$ cat config.mk
export PLATFORM = sky130hd
export DESIGN_NAME = ccr_card_config
export DESIGN_NICKNAME = d
export VERILOG_FILES = /design/src/inc/ccr_pkg.sv /design/src/rtl/ccr_tf_decode.sv /design/src/rtl/ccr_power_mgr.sv /design/src/rtl/ccr_card_config.sv
export VERILOG_INCLUDE_DIRS = /design/src /design/src/inc
export SDC_FILE = /design/constraint.sdc
export NUM_CORES = 1
export LEC_CHECK = 0
export BUFFER_PORTS_ARGS = -buffer_cell sky130_fd_sc_hd__buf_2
export CAP_MARGIN = 15
export CORE_UTILIZATION = 61
export DETAILED_ROUTE_END_ITERATION = 6
export PLACE_DENSITY = 0.91
export SYNTH_ARGS = -nofsm -noshare
export SYNTH_HDL_FRONTEND = slang
export SYNTH_HIERARCHICAL = 1
export SYNTH_SLANG_ARGS = --single-unit
$ cat constraint.sdc
create_clock -name CLK_SYS -period 5.1 [get_ports CLK_SYS]
set_clock_uncertainty 0.1 [all_clocks]
set_input_delay 0.255 -clock CLK_SYS [delete_from_list [all_inputs] [get_ports CLK_SYS]]
set_output_delay 0.255 -clock CLK_SYS [all_outputs]
set_load 0.1 [all_outputs]
$ cat src/inc/ccr_defines.svh
`ifndef CCR_DEFINES_SVH
`define CCR_DEFINES_SVH
// ----------------------------------------------------------------
// Attribute register offsets
// ----------------------------------------------------------------
`define CCR_OFS_OPTION 11'h200
`define CCR_OFS_STATUS 11'h202
`define CCR_OFS_PINREP 11'h204
// ----------------------------------------------------------------
// Field positions and reset values
// ----------------------------------------------------------------
`define CCR_OPT_SOFT_CARD_RESET 7
`define CCR_OPT_LEVIRQ 6
`define CCR_STS_CHANGED 7
`define CCR_STS_STATUS_CHANGE_ENABLE 6
`define CCR_STS_IO8 5
`define CCR_STS_PWD 2
`define CCR_STS_IRQ 1
`define CCR_PIN_CRDY 5
`define CCR_PIN_RRDY 1
`define CCR_RST_OPTION 8'h00
`define CCR_RST_STATUS 8'h00
`define CCR_RST_PINREP 8'h0c
`define CCR_PIN_FIXED 8'h0c
`define CCR_UNMAPPED 8'h00
// ----------------------------------------------------------------
// Mode index values and task-file windows
// ----------------------------------------------------------------
`define CCR_MODE_MEM 6'h00
`define CCR_MODE_CONTIG 6'h01
`define CCR_MODE_PRIMARY 6'h02
`define CCR_MODE_SECOND 6'h03
`define CCR_MEM_LO_END 11'h00f
`define CCR_MEM_HI_BEG 11'h400
`define CCR_MEM_HI_END 11'h7ff
`define CCR_PRI_BEG 11'h1f0
`define CCR_PRI_END 11'h1f7
`define CCR_PRI_ALT_BEG 11'h3f6
`define CCR_PRI_ALT_END 11'h3f7
`define CCR_SEC_BEG 11'h170
`define CCR_SEC_END 11'h177
`define CCR_SEC_ALT_BEG 11'h376
`define CCR_SEC_ALT_END 11'h377
// ----------------------------------------------------------------
// Timing
// ----------------------------------------------------------------
`define CCR_CLK_NS 50
`define CCR_IRQ_PULSE_NS 500
`define CCR_IRQ_PULSE_CYC ((`CCR_IRQ_PULSE_NS + `CCR_CLK_NS - 1) / `CCR_CLK_NS)
`define CCR_IDLE_CYC 1000
`endif

$ cat src/inc/ccr_pkg.sv
package ccr_pkg;
   // Card operating mode index
   typedef logic [5:0] ccr_mode_t;
   // Power manager states
   typedef enum logic [1:0] {
      PWR_ACTIVE,
      PWR_ENTERING,
      PWR_ASLEEP,
      PWR_WAKING
   } ccr_pwr_e;
endpackage : ccr_pkg

$ cat src/rtl/ccr_tf_decode.sv
`timescale 1ns/1ps
`include "ccr_defines.svh"
// Registered task-file address decoder for the current mode index
module ccr_tf_decode (
   input wire logic clk,
   input wire logic rst_n,
   input wire logic en,
   input wire ccr_pkg::ccr_mode_t mode,
   input wire logic mem_sel,
   input wire logic io_sel,
   input wire logic [10:0] addr,
   output logic hit_q
);
   logic hit_d;

   // ----------------------------------------------------------------
   // Window compare per mode
   // ----------------------------------------------------------------
   always_comb begin
      hit_d = 1'b0;
      case (mode)
         `CCR_MODE_MEM: begin
            hit_d = mem_sel && (addr <= `CCR_MEM_LO_END ||
               (addr >= `CCR_MEM_HI_BEG && addr <= `CCR_MEM_HI_END)); // [RQ7]
         end
         `CCR_MODE_CONTIG: begin
            hit_d = io_sel; // Host window picks base, nibble 0..F [RQ7]
         end
         `CCR_MODE_PRIMARY: begin
            hit_d = io_sel && ((addr >= `CCR_PRI_BEG && addr <= `CCR_PRI_END)
               || (addr >= `CCR_PRI_ALT_BEG
               && addr <= `CCR_PRI_ALT_END)); // [RQ8]
         end
         `CCR_MODE_SECOND: begin
            hit_d = io_sel && ((addr >= `CCR_SEC_BEG && addr <= `CCR_SEC_END)
               || (addr >= `CCR_SEC_ALT_BEG
               && addr <= `CCR_SEC_ALT_END)); // [RQ9]
         end
         default: begin
            hit_d = 1'b0; // Undefined indexes decode nothing
         end
      endcase
   end

   // Registered so the hit leaves on a flip-flop
   always_ff @(posedge clk or negedge rst_n) begin
      if (!rst_n) begin
         hit_q <= 1'b0;
      end else if (en) begin
         hit_q <= hit_d;
      end
   end
endmodule : ccr_tf_decode

$ cat src/rtl/ccr_power_mgr.sv
`timescale 1ns/1ps
`include "ccr_defines.svh"
// Sleep control: host request plus automatic idle sleep
module ccr_power_mgr #(
   parameter int IDLE_CYCLES = `CCR_IDLE_CYC
) (
   input wire logic clk,
   input wire logic rst_n,
   input wire logic en,
   input wire logic card_rst,
   input wire logic pwd_req,
   input wire logic core_idle,
   input wire logic core_cmd,
   input wire logic core_asleep,
   output logic sleep_req_q,
   output logic busy_q
);
   ccr_pkg::ccr_pwr_e st_q;
   logic pwd_prev_q;
   logic auto_q;
   logic [15:0] idle_cnt_q;
   logic want_sleep;

   assign want_sleep = pwd_req || auto_q;

   // Idle timer: auto sleep after a quiet spell, any command wakes [RQ15]
   always_ff @(posedge clk or negedge rst_n) begin
      if (!rst_n) begin
         idle_cnt_q <= 16'h0000;
         auto_q <= 1'b0;
      end else if (en) begin
         if (card_rst || core_cmd || !core_idle) begin
            idle_cnt_q <= 16'h0000;
            auto_q <= 1'b0; // [RQ15]
         end else if (idle_cnt_q == 16'(IDLE_CYCLES - 1)) begin
            auto_q <= 1'b1; // [RQ15]
         end else begin
            idle_cnt_q <= idle_cnt_q + 16'h0001;
         end
      end
   end

   // Power state sequencing, done only when core confirms
   always_ff @(posedge clk or negedge rst_n) begin
      if (!rst_n) begin
         st_q <= ccr_pkg::PWR_ACTIVE;
      end else if (en) begin
         case (st_q)
            ccr_pkg::PWR_ACTIVE: begin
               if (want_sleep) st_q <= ccr_pkg::PWR_ENTERING; // [RQ13]
            end
            ccr_pkg::PWR_ENTERING: begin
               if (!want_sleep) st_q <= ccr_pkg::PWR_WAKING;
               else if (core_asleep) st_q <= ccr_pkg::PWR_ASLEEP;
            end
            ccr_pkg::PWR_ASLEEP: begin
               if (!want_sleep) st_q <= ccr_pkg::PWR_WAKING; // [RQ13]
            end
            ccr_pkg::PWR_WAKING: begin
               if (want_sleep) st_q <= ccr_pkg::PWR_ENTERING;
               else if (!core_asleep) st_q <= ccr_pkg::PWR_ACTIVE;
            end
            default: begin
               st_q <= ccr_pkg::PWR_ACTIVE;
            end
         endcase
      end
   end

   // Sleep request to the core follows the host or idle request, held off in card reset
   always_ff @(posedge clk or negedge rst_n) begin
      if (!rst_n) begin
         sleep_req_q <= 1'b0;
      end else if (en) begin
         sleep_req_q <= want_sleep && !card_rst; // [RQ13]
      end
   end

   // Busy from a host change until the core has reached it; set wins
   always_ff @(posedge clk or negedge rst_n) begin
      if (!rst_n) begin
         pwd_prev_q <= 1'b0;
         busy_q <= 1'b0;
      end else if (en) begin
         pwd_prev_q <= pwd_req;
         if (pwd_req != pwd_prev_q) begin
            busy_q <= 1'b1; // [RQ14]
         end else if (core_asleep == pwd_req) begin
            busy_q <= 1'b0; // [RQ14]
         end
      end
   end
endmodule : ccr_power_mgr

$ cat src/rtl/ccr_card_config.sv
`timescale 1ns/1ps
`include "ccr_defines.svh"
// ----------------------------------------------------------------
// Behaviour
// RQ1: Registers reachable in memory/I/O mode, not IDE
// RQ2: Soft reset bit holds card reset until cleared
// RQ3: Hard reset clears configuration, restarts initialisation
// RQ4: Level select bit picks pulse or level interrupts
// RQ5: Six-bit index picks memory or I/O mapping
// RQ6: Index returns zero on any reset
// RQ7: Memory and contiguous task-file windows decoded
// RQ8: Primary I/O window 1F0-1F7, 3F6-3F7
// RQ9: Secondary I/O window 170-177, 376-377
// RQ10: Changed bit drives status-change pin low
// RQ11: Enable bit zero keeps status-change pin high
// RQ12: Host sets 8-bit-only bit when needed
// RQ13: Power-down bit sleeps; clearing it wakes
// RQ14: Ready bit busy until power state reached
// RQ15: Auto sleep when idle, wake on command
// RQ16: Pending bit mirrors internal interrupt until serviced
// RQ17: Pending bit reads zero while interrupts masked
// RQ18: Ready change latch sets on ready transitions
// RQ19: Ready bit read returns ready pin level
// RQ20: Ready bit write masks latch update
// RQ21: IDE mode only with output enable grounded
// RQ22: Writes to read-only or fixed bits ignored
// ----------------------------------------------------------------
module ccr_card_config #(
   parameter int IDLE_CYCLES = `CCR_IDLE_CYC,
   parameter int PULSE_CYCLES = `CCR_IRQ_PULSE_CYC
) (
   input wire logic CLK_SYS,
   input wire logic RST_N,
   input wire logic CLK_EN,
   input wire logic HARD_RESET,
   input wire logic HOST_REG_N,
   input wire logic HOST_CE1_N,
   input wire logic HOST_OE_N,
   input wire logic HOST_WE_N,
   input wire logic HOST_IO_SEL,
   input wire logic [10:0] HOST_ADDR,
   input wire logic [7:0] HOST_DIN,
   output logic [7:0] HOST_DOUT,
   output logic HOST_DOE,
   input wire logic CORE_IRQ,
   input wire logic CORE_IRQ_MASK,
   input wire logic CORE_READY,
   input wire logic CORE_IDLE,
   input wire logic CORE_CMD,
   input wire logic CORE_ASLEEP,
   output logic CARD_RESET,
   output logic TRUE_IDE,
   output ccr_pkg::ccr_mode_t MODE_INDEX,
   output logic LEVEL_IRQ,
   output logic IO_8BIT,
   output logic SLEEP_REQ,
   output logic TF_HIT,
   output logic READY_PIN,
   output logic STATUS_CHANGE_PIN_N,
   output logic INTERRUPT_REQUEST_N
);
   // ----------------------------------------------------------------
   // Storage
   // ----------------------------------------------------------------
   logic soft_card_reset_q;
   logic level_irq_select_q;
   ccr_pkg::ccr_mode_t mode_q;
   logic status_change_enable_q;
   logic io_8bit_only_q;
   logic power_down_request_q;
   logic ready_change_latch_q;
   logic ready_prev_q;
   logic strap_done_q;
   logic true_ide_q;
   logic we_prev_q;
   logic irq_prev_q;
   logic [7:0] pulse_cnt_q;
   logic attr_sel;
   logic wr_stb;
   logic rd_act;
   logic io_mode;
   logic irq_pending;
   logic pm_busy;
   logic pm_sleep;
   logic ready_pin_state;
   logic [7:0] rd_d;

   // Attribute space is closed in IDE mode [RQ1]
   assign attr_sel = !HOST_REG_N && !HOST_CE1_N && !true_ide_q; // [RQ1]
   assign wr_stb = attr_sel && !HOST_WE_N && we_prev_q;
   assign rd_act = attr_sel && !HOST_OE_N && HOST_WE_N;
   assign io_mode = (mode_q != `CCR_MODE_MEM);
   // Mask forces pending low, otherwise live request [RQ16] [RQ17]
   assign irq_pending = CORE_IRQ && !CORE_IRQ_MASK;
   assign ready_pin_state = CORE_READY && !pm_busy && !CARD_RESET; // [RQ14]

   // ----------------------------------------------------------------
   // Mode strap and write edge detect
   // ----------------------------------------------------------------
   // Output enable is sampled once after reset release, not at reset
   always_ff @(posedge CLK_SYS or negedge RST_N) begin
      if (!RST_N) begin
         strap_done_q <= 1'b0;
         true_ide_q <= 1'b0;
      end else if (CLK_EN && !strap_done_q) begin
         strap_done_q <= 1'b1;
         true_ide_q <= !HOST_OE_N; // [RQ21]
      end
   end

   // Write taken once, on the falling edge of write enable
   always_ff @(posedge CLK_SYS or negedge RST_N) begin
      if (!RST_N) begin
         we_prev_q <= 1'b1;
      end else if (CLK_EN) begin
         we_prev_q <= HOST_WE_N;
      end
   end

   // ----------------------------------------------------------------
   // Option register
   // ----------------------------------------------------------------
   // Hard reset wipes all; soft reset keeps its own bit set
   always_ff @(posedge CLK_SYS or negedge RST_N) begin
      if (!RST_N) begin
         soft_card_reset_q <= 1'(`CCR_RST_OPTION >> `CCR_OPT_SOFT_CARD_RESET);
         level_irq_select_q <= 1'b0;
         mode_q <= `CCR_MODE_MEM;
      end else if (CLK_EN) begin
         if (HARD_RESET) begin
            soft_card_reset_q <= 1'b0; // [RQ2] [RQ3]
            level_irq_select_q <= 1'b0; // [RQ3]
            mode_q <= `CCR_MODE_MEM; // [RQ6]
         end else if (wr_stb && HOST_ADDR == `CCR_OFS_OPTION) begin
            soft_card_reset_q <= HOST_DIN[`CCR_OPT_SOFT_CARD_RESET]; // [RQ2]
            level_irq_select_q <= HOST_DIN[`CCR_OPT_LEVIRQ]; // [RQ4]
            // Index stays zero while soft reset is written [RQ6]
            mode_q <= HOST_DIN[`CCR_OPT_SOFT_CARD_RESET] ? `CCR_MODE_MEM
               : HOST_DIN[5:0]; // [RQ5]
         end else if (soft_card_reset_q) begin
            mode_q <= `CCR_MODE_MEM; // [RQ6]
         end
      end
   end

   // ----------------------------------------------------------------
   // Configuration and status register
   // ----------------------------------------------------------------
   // Only enable, 8-bit and power-down are host bits [RQ22]
   always_ff @(posedge CLK_SYS or negedge RST_N) begin
      if (!RST_N) begin
         status_change_enable_q <= 1'b0;
         io_8bit_only_q <= 1'b0;
         power_down_request_q <= 1'b0;
      end else if (CLK_EN) begin
         if (CARD_RESET) begin
            status_change_enable_q <= 1'b0; // [RQ3]
            io_8bit_only_q <= 1'b0; // [RQ3]
            power_down_request_q <= 1'b0; // [RQ3]
         end else if (wr_stb && HOST_ADDR == `CCR_OFS_STATUS) begin
            status_change_enable_q <= HOST_DIN[`CCR_STS_STATUS_CHANGE_ENABLE]; // [RQ11]
            io_8bit_only_q <= HOST_DIN[`CCR_STS_IO8]; // [RQ12]
            power_down_request_q <= HOST_DIN[`CCR_STS_PWD]; // [RQ13]
         end
      end
   end

   // ----------------------------------------------------------------
   // Pin replacement register
   // ----------------------------------------------------------------
   // A ready transition always wins over a host clear in that cycle
   always_ff @(posedge CLK_SYS or negedge RST_N) begin
      if (!RST_N) begin
         ready_prev_q <= 1'b0;
         ready_change_latch_q <= 1'b0;
      end else if (CLK_EN) begin
         ready_prev_q <= ready_pin_state;
         if (ready_pin_state != ready_prev_q) begin
            ready_change_latch_q <= 1'b1; // [RQ18]
         end else if (CARD_RESET) begin
            ready_change_latch_q <= 1'b0; // [RQ3]
         end else if (wr_stb && HOST_ADDR == `CCR_OFS_PINREP
               && HOST_DIN[`CCR_PIN_RRDY]) begin
            // Written ready bit is a mask, pin is untouched [RQ20]
            ready_change_latch_q <= HOST_DIN[`CCR_PIN_CRDY]; // [RQ18]
         end
      end
   end

   // ----------------------------------------------------------------
   // Read port
   // ----------------------------------------------------------------
   // Unmapped attribute bytes read as zero; fixed bits as printed
   always_comb begin
      rd_d = `CCR_UNMAPPED;
      case (HOST_ADDR)
         `CCR_OFS_OPTION: begin
            rd_d = {soft_card_reset_q, level_irq_select_q, mode_q};
         end
         `CCR_OFS_STATUS: begin
            rd_d = `CCR_RST_STATUS;
            rd_d[`CCR_STS_CHANGED] = ready_change_latch_q; // [RQ10]
            rd_d[`CCR_STS_STATUS_CHANGE_ENABLE] = status_change_enable_q;
            rd_d[`CCR_STS_IO8] = io_8bit_only_q;
            rd_d[`CCR_STS_PWD] = power_down_request_q;
            rd_d[`CCR_STS_IRQ] = irq_pending; // [RQ16] [RQ17]
         end
         `CCR_OFS_PINREP: begin
            rd_d = `CCR_PIN_FIXED; // [RQ22]
            rd_d[`CCR_PIN_CRDY] = ready_change_latch_q;
            rd_d[`CCR_PIN_RRDY] = READY_PIN; // [RQ19]
         end
         default: begin
            rd_d = `CCR_UNMAPPED;
         end
      endcase
   end

   // Data and its enable leave on flops, one cycle behind the strobe
   always_ff @(posedge CLK_SYS or negedge RST_N) begin
      if (!RST_N) begin
         HOST_DOUT <= 8'h00;
         HOST_DOE <= 1'b0;
      end else if (CLK_EN) begin
         HOST_DOE <= rd_act; // [RQ1]
         HOST_DOUT <= rd_act ? rd_d : 8'h00;
      end
   end

   // ----------------------------------------------------------------
   // Pins toward host and core
   // ----------------------------------------------------------------
   // Status change only acts in I/O configurations
   always_ff @(posedge CLK_SYS or negedge RST_N) begin
      if (!RST_N) begin
         STATUS_CHANGE_PIN_N <= 1'b1;
         READY_PIN <= 1'b0;
         CARD_RESET <= 1'b0;
      end else if (CLK_EN) begin
         STATUS_CHANGE_PIN_N <= !(ready_change_latch_q
            && status_change_enable_q && io_mode); // [RQ10] [RQ11]
         READY_PIN <= ready_pin_state; // [RQ19]
         CARD_RESET <= HARD_RESET || soft_card_reset_q; // [RQ2] [RQ3]
      end
   end

   // Config mirrors for the core
   always_ff @(posedge CLK_SYS or negedge RST_N) begin
      if (!RST_N) begin
         MODE_INDEX <= `CCR_MODE_MEM;
         LEVEL_IRQ <= 1'b0;
         IO_8BIT <= 1'b0;
         TRUE_IDE <= 1'b0;
         SLEEP_REQ <= 1'b0;
      end else if (CLK_EN) begin
         MODE_INDEX <= mode_q; // [RQ5]
         LEVEL_IRQ <= level_irq_select_q;
         IO_8BIT <= io_8bit_only_q;
         TRUE_IDE <= true_ide_q;
         SLEEP_REQ <= pm_sleep;
      end
   end

   // Pulse mode gives a fixed low pulse per new request; the host
   // may miss a second request raised inside one pulse
   always_ff @(posedge CLK_SYS or negedge RST_N) begin
      if (!RST_N) begin
         irq_prev_q <= 1'b0;
         pulse_cnt_q <= 8'h00;
         INTERRUPT_REQUEST_N <= 1'b1;
      end else if (CLK_EN) begin
         irq_prev_q <= irq_pending;
         if (irq_pending && !irq_prev_q) begin
            pulse_cnt_q <= 8'(PULSE_CYCLES);
         end else if (pulse_cnt_q != 8'h00) begin
            pulse_cnt_q <= pulse_cnt_q - 8'h01;
         end
         if (!io_mode) begin
            INTERRUPT_REQUEST_N <= 1'b1;
         end else if (level_irq_select_q) begin
            INTERRUPT_REQUEST_N <= !irq_pending; // [RQ4]
         end else begin
            INTERRUPT_REQUEST_N <= !(irq_pending && !irq_prev_q)
               && pulse_cnt_q <= 8'h01; // [RQ4]
         end
      end
   end

   // ----------------------------------------------------------------
   // Sub blocks
   // ----------------------------------------------------------------
   ccr_power_mgr #(.IDLE_CYCLES(IDLE_CYCLES)) u_power (
      .clk(CLK_SYS),
      .rst_n(RST_N),
      .en(CLK_EN),
      .card_rst(CARD_RESET),
      .pwd_req(power_down_request_q),
      .core_idle(CORE_IDLE),
      .core_cmd(CORE_CMD),
      .core_asleep(CORE_ASLEEP),
      .sleep_req_q(pm_sleep),
      .busy_q(pm_busy)
   );

   ccr_tf_decode u_decode (
      .clk(CLK_SYS),
      .rst_n(RST_N),
      .en(CLK_EN),
      .mode(mode_q),
      .mem_sel(HOST_REG_N && !HOST_CE1_N && !HOST_IO_SEL),
      .io_sel(!HOST_CE1_N && HOST_IO_SEL),
      .addr(HOST_ADDR),
      .hit_q(TF_HIT)
   );
endmodule : ccr_card_config

==> metrics.md <==
| Metric | Value |
|---|---|
| Status | `finished with violations` |
| Failing checks | `negative hold slack` |
| Worst-skew pair later-pin latency | `0.34 ns` |
| CP Class | `register to register` |
| Slew headroom | `0.4454` |
| Hold Buf Count CTS | `0` |
| Hold WS | `-0.008703 ns` |
| Diodes inserted | `0` |
| WP buf/inv | `0` |
| Inst Count DP | `468` |
| Antenna-violating nets left | `0` |
| Cell Rows | `27` |
| Synth Warn # | `6` |
| R2r endpoint | `status_change_enable_q$_DFFE_PN0P_` |
| Final Power | `0.001356 W` |
| Worst path top cell family by delay | `simple AND/OR/NAND/NOR gates` |
| Drt first pass iters | `5` |
| RSZ-0062 raised after global routing | `false` |
| Fin crit period | `2.297 ns` |
| CTS Root Cell | `clkbuf_8` |
| Initial Utilization | `0.6415` |
| Setup TNS | `0 ns` |
| Layout cells sized above 1 | `0.2791` |
| Via/cell ratio | `6.496` |
| Postcts setup bufs | `0` |
| WP data required | `5.27 ns` |
| Final Max Slew Viols | `0` |
| First-pass GRT wire length | `14.44 mm` |
| Max Fclk | `435.4 MHz` |
| Clock sinks | `68` |
| Final wirelength | `8.661 mm` |
| Post-DR wirelength/cell | `17.89 um` |
| Overflow after GRT | `0` |
| Max-cap viol count | `0` |
| Most frequent cell after synthesis | `dfrtp_1` |
| Post-route cell area | `0.004148 mm2` |
| Final period util | `0.4504` |
| Die width | `78.79 um` |
| Worst min-delay path category | `primary input to asynchronous set/reset pin` |
| Worst Path Arrival | `2.47 ns` |
| RePlAce Congestion | `0.8354` |
| Die Y-Extent | `78.79 um` |
| Initial antenna violation count | `0` |
| DRC Markers | `0` |
| TritonCTS Buffers | `9` |
| Multi-input logic area | `0.001775 mm2` |
| Pin count of the biggest net entering global routing | `69` |
| Worst-Margin Slew | `0.8319 ns` |
| Fin nets | `444` |
| Critical Path, Cell by Cell | `or3_4 > or4_4 > nor4_1 > nand2_1 > nand2_1` |
| PostCTS Resize Cnt | `0` |
| IO Pins | `58` |
| Layout Cells excl Fill | `484` |
| P_leak | `2.003 nW` |
| Post-synthesis register bit count | `68` |
| Syn Nets | `388` |
| Die ar. | `0.006208 mm2` |
| CP Max Fanout | `3` |
| Worst-case reg-to-reg path depth | `5` |
| Post-synthesis sequential area ratio | `0.4741` |
| Max incr delay on CP | `0.60 ns` |
| Main synth FF type | `dfrtp_1` |
| Vias | `3144` |
| Core Region | `0.005608 mm2` |
| Sequential Area | `0.001705 mm2` |
| Worst R2R Start | `true_ide_q$_DFFE_PN0P_` |
| Synth Area per Inst | `10.25 um2` |
| Worst IR Drop VDD | `0.2459 mV` |
| Filler cells | `403` |
| Initial DRC Count | `352` |
| Number of synthesized flops with an enable pin | `0` |
| All-Layer GR Usage | `0.3032` |
| Clock Path Buffers | `2` |
| Crit path launch type | `register` |
| Clock Pin Slew Worst Setup and Hold Paths | `0.07 ns` |
| Slowest stage cell, crit path | `nor4_1` |
| Post-DP Area | `0.003920 mm2` |
| Async SR Flop Fraction | `1.000` |
| Area contributors post-synth | `dfrtp_1 45%, mux2_2 4.4%, nand2_1 4.0%` |
| R2R setup slack | `2.80 ns` |
| Area leader, netlist | `dfrtp_1` |
| CTS tree | `built` |
| DP HPWL | `6.153 mm` |
| Post-synth top cells | `65 x dfrtp_1, 38 x nand2_1, 27 x nor2_1, 14 x mux2_2, 13 x inv_1` |
| Synth top area share | `0.4522` |
| Post-synthesis cell type count | `76` |
| CP Capture Type | `register` |
| Cell Area, Synth | `0.003597 mm2` |
| Pwr/cell area | `326.9 mW/mm2` |
| H-tree depth | `3` |
| Final number of setup-violating endpoints | `0` |
| Cell repeated most along the worst path | `nand2_1` |
| Vias in the first global route | `3205` |
| Port bufs | `57` |
| Final Hold Fails | `3` |
| Syn Inst Count | `351` |
| Area delta synth->final | `15.30%` |
-- final cells by class --
class | count | area share
tap | 72 | 0.02172
inverter | 13 | 0.01176
clock inverter | 4 | 0.01750
sequential | 68 | 0.4112
clock buffer | 12 | 0.03741
multi-input combinational | 256 | 0.4281
timing repair buffer | 59 | 0.07240
-- metrics by stage --
stage	utilization	setup WS [ns]
finish	0.7396	2.803
CTS	0.7396	2.814
global placement	0.6990	2.884
global route	0.7396	2.737
detailed placement	0.6990	2.791
floorplan	-	2.964
-- layout by cell type (no fill, tap or decap), drive strengths merged, types with 5 or more instances in the layout --
master,instances
clkbuf,12
and3,5
o31ai,7
inv,13
nand2,39
mux2i,5
mux2,16
nor3,10
o21ai,18
a22o,9
nor4,10
nand3,11
o2bb2ai,5
or3,5
buf,59
nor2,27
nand2b,5
a21oi,12
dfrtp,65
-- per-layer routing --
| layer | GRT usage | routed length, um | vias to the layer above |
|---|---|---|---|
| met5 | 0 | 0 | - |
| met4 | 0.1500 | 221 | 0 |
| met3 | 0.06322 | 493 | 25 |
| met2 | 0.5043 | 4308 | 146 |
| met1 | 0.3750 | 3637 | 1549 |
| li1 | - | - | 1424 |
-- power by group --
group / total [W] / switching, W / internal (W)
combinational: 0.000228 / 0.000149 / 0.0000798
clock: 0.000504 / 0.000202 / 0.000301
sequential: 0.000624 / 0.0000449 / 0.000579
-- flip-flops by register name (all words and copies together), names as in the netlist, 6 cells and up --
signal	cells
pulse_cnt_q	8
HOST_DOUT	8
u_power/idle_cnt_q	16
MODE_INDEX	6
mode_q	6
-- logic make-up (layout without fill, tap and decap cells) --
group                    count (synthesis)  after routing  share of synthesized area
multiplexers                            21             21                    0.06504
adder cells (fa/ha/maj)                  3              3                    0.01044
AND/OR/NAND/NOR                        142            142                     0.2313
AO/OA/AOI/OAI                           87             87                     0.1795
flip-flops                              68             68                     0.4741
XOR/XNOR                                 3              3                   0.007306
buffers and inverters                   27             88                    0.03235
-- worst max-delay path by stage --
stage,start,end,depth (start not counted)
global route,true_ide_q$_DFFE_PN0P_,mode_q[4]$_DFFE_PN0P_,5
floorplan,true_ide_q$_DFFE_PN0P_,ready_change_latch_q$_DFFE_PN0P_,5
global placement,HOST_CE1_N,mode_q[0]$_DFFE_PN0P_,6
CTS,true_ide_q$_DFFE_PN0P_,mode_q[4]$_DFFE_PN0P_,5
finish,true_ide_q$_DFFE_PN0P_,status_change_enable_q$_DFFE_PN0P_,5
detailed placement,HOST_CE1_N,mode_q[4]$_DFFE_PN0P_,6
Power figures use the tool's default switching activity.
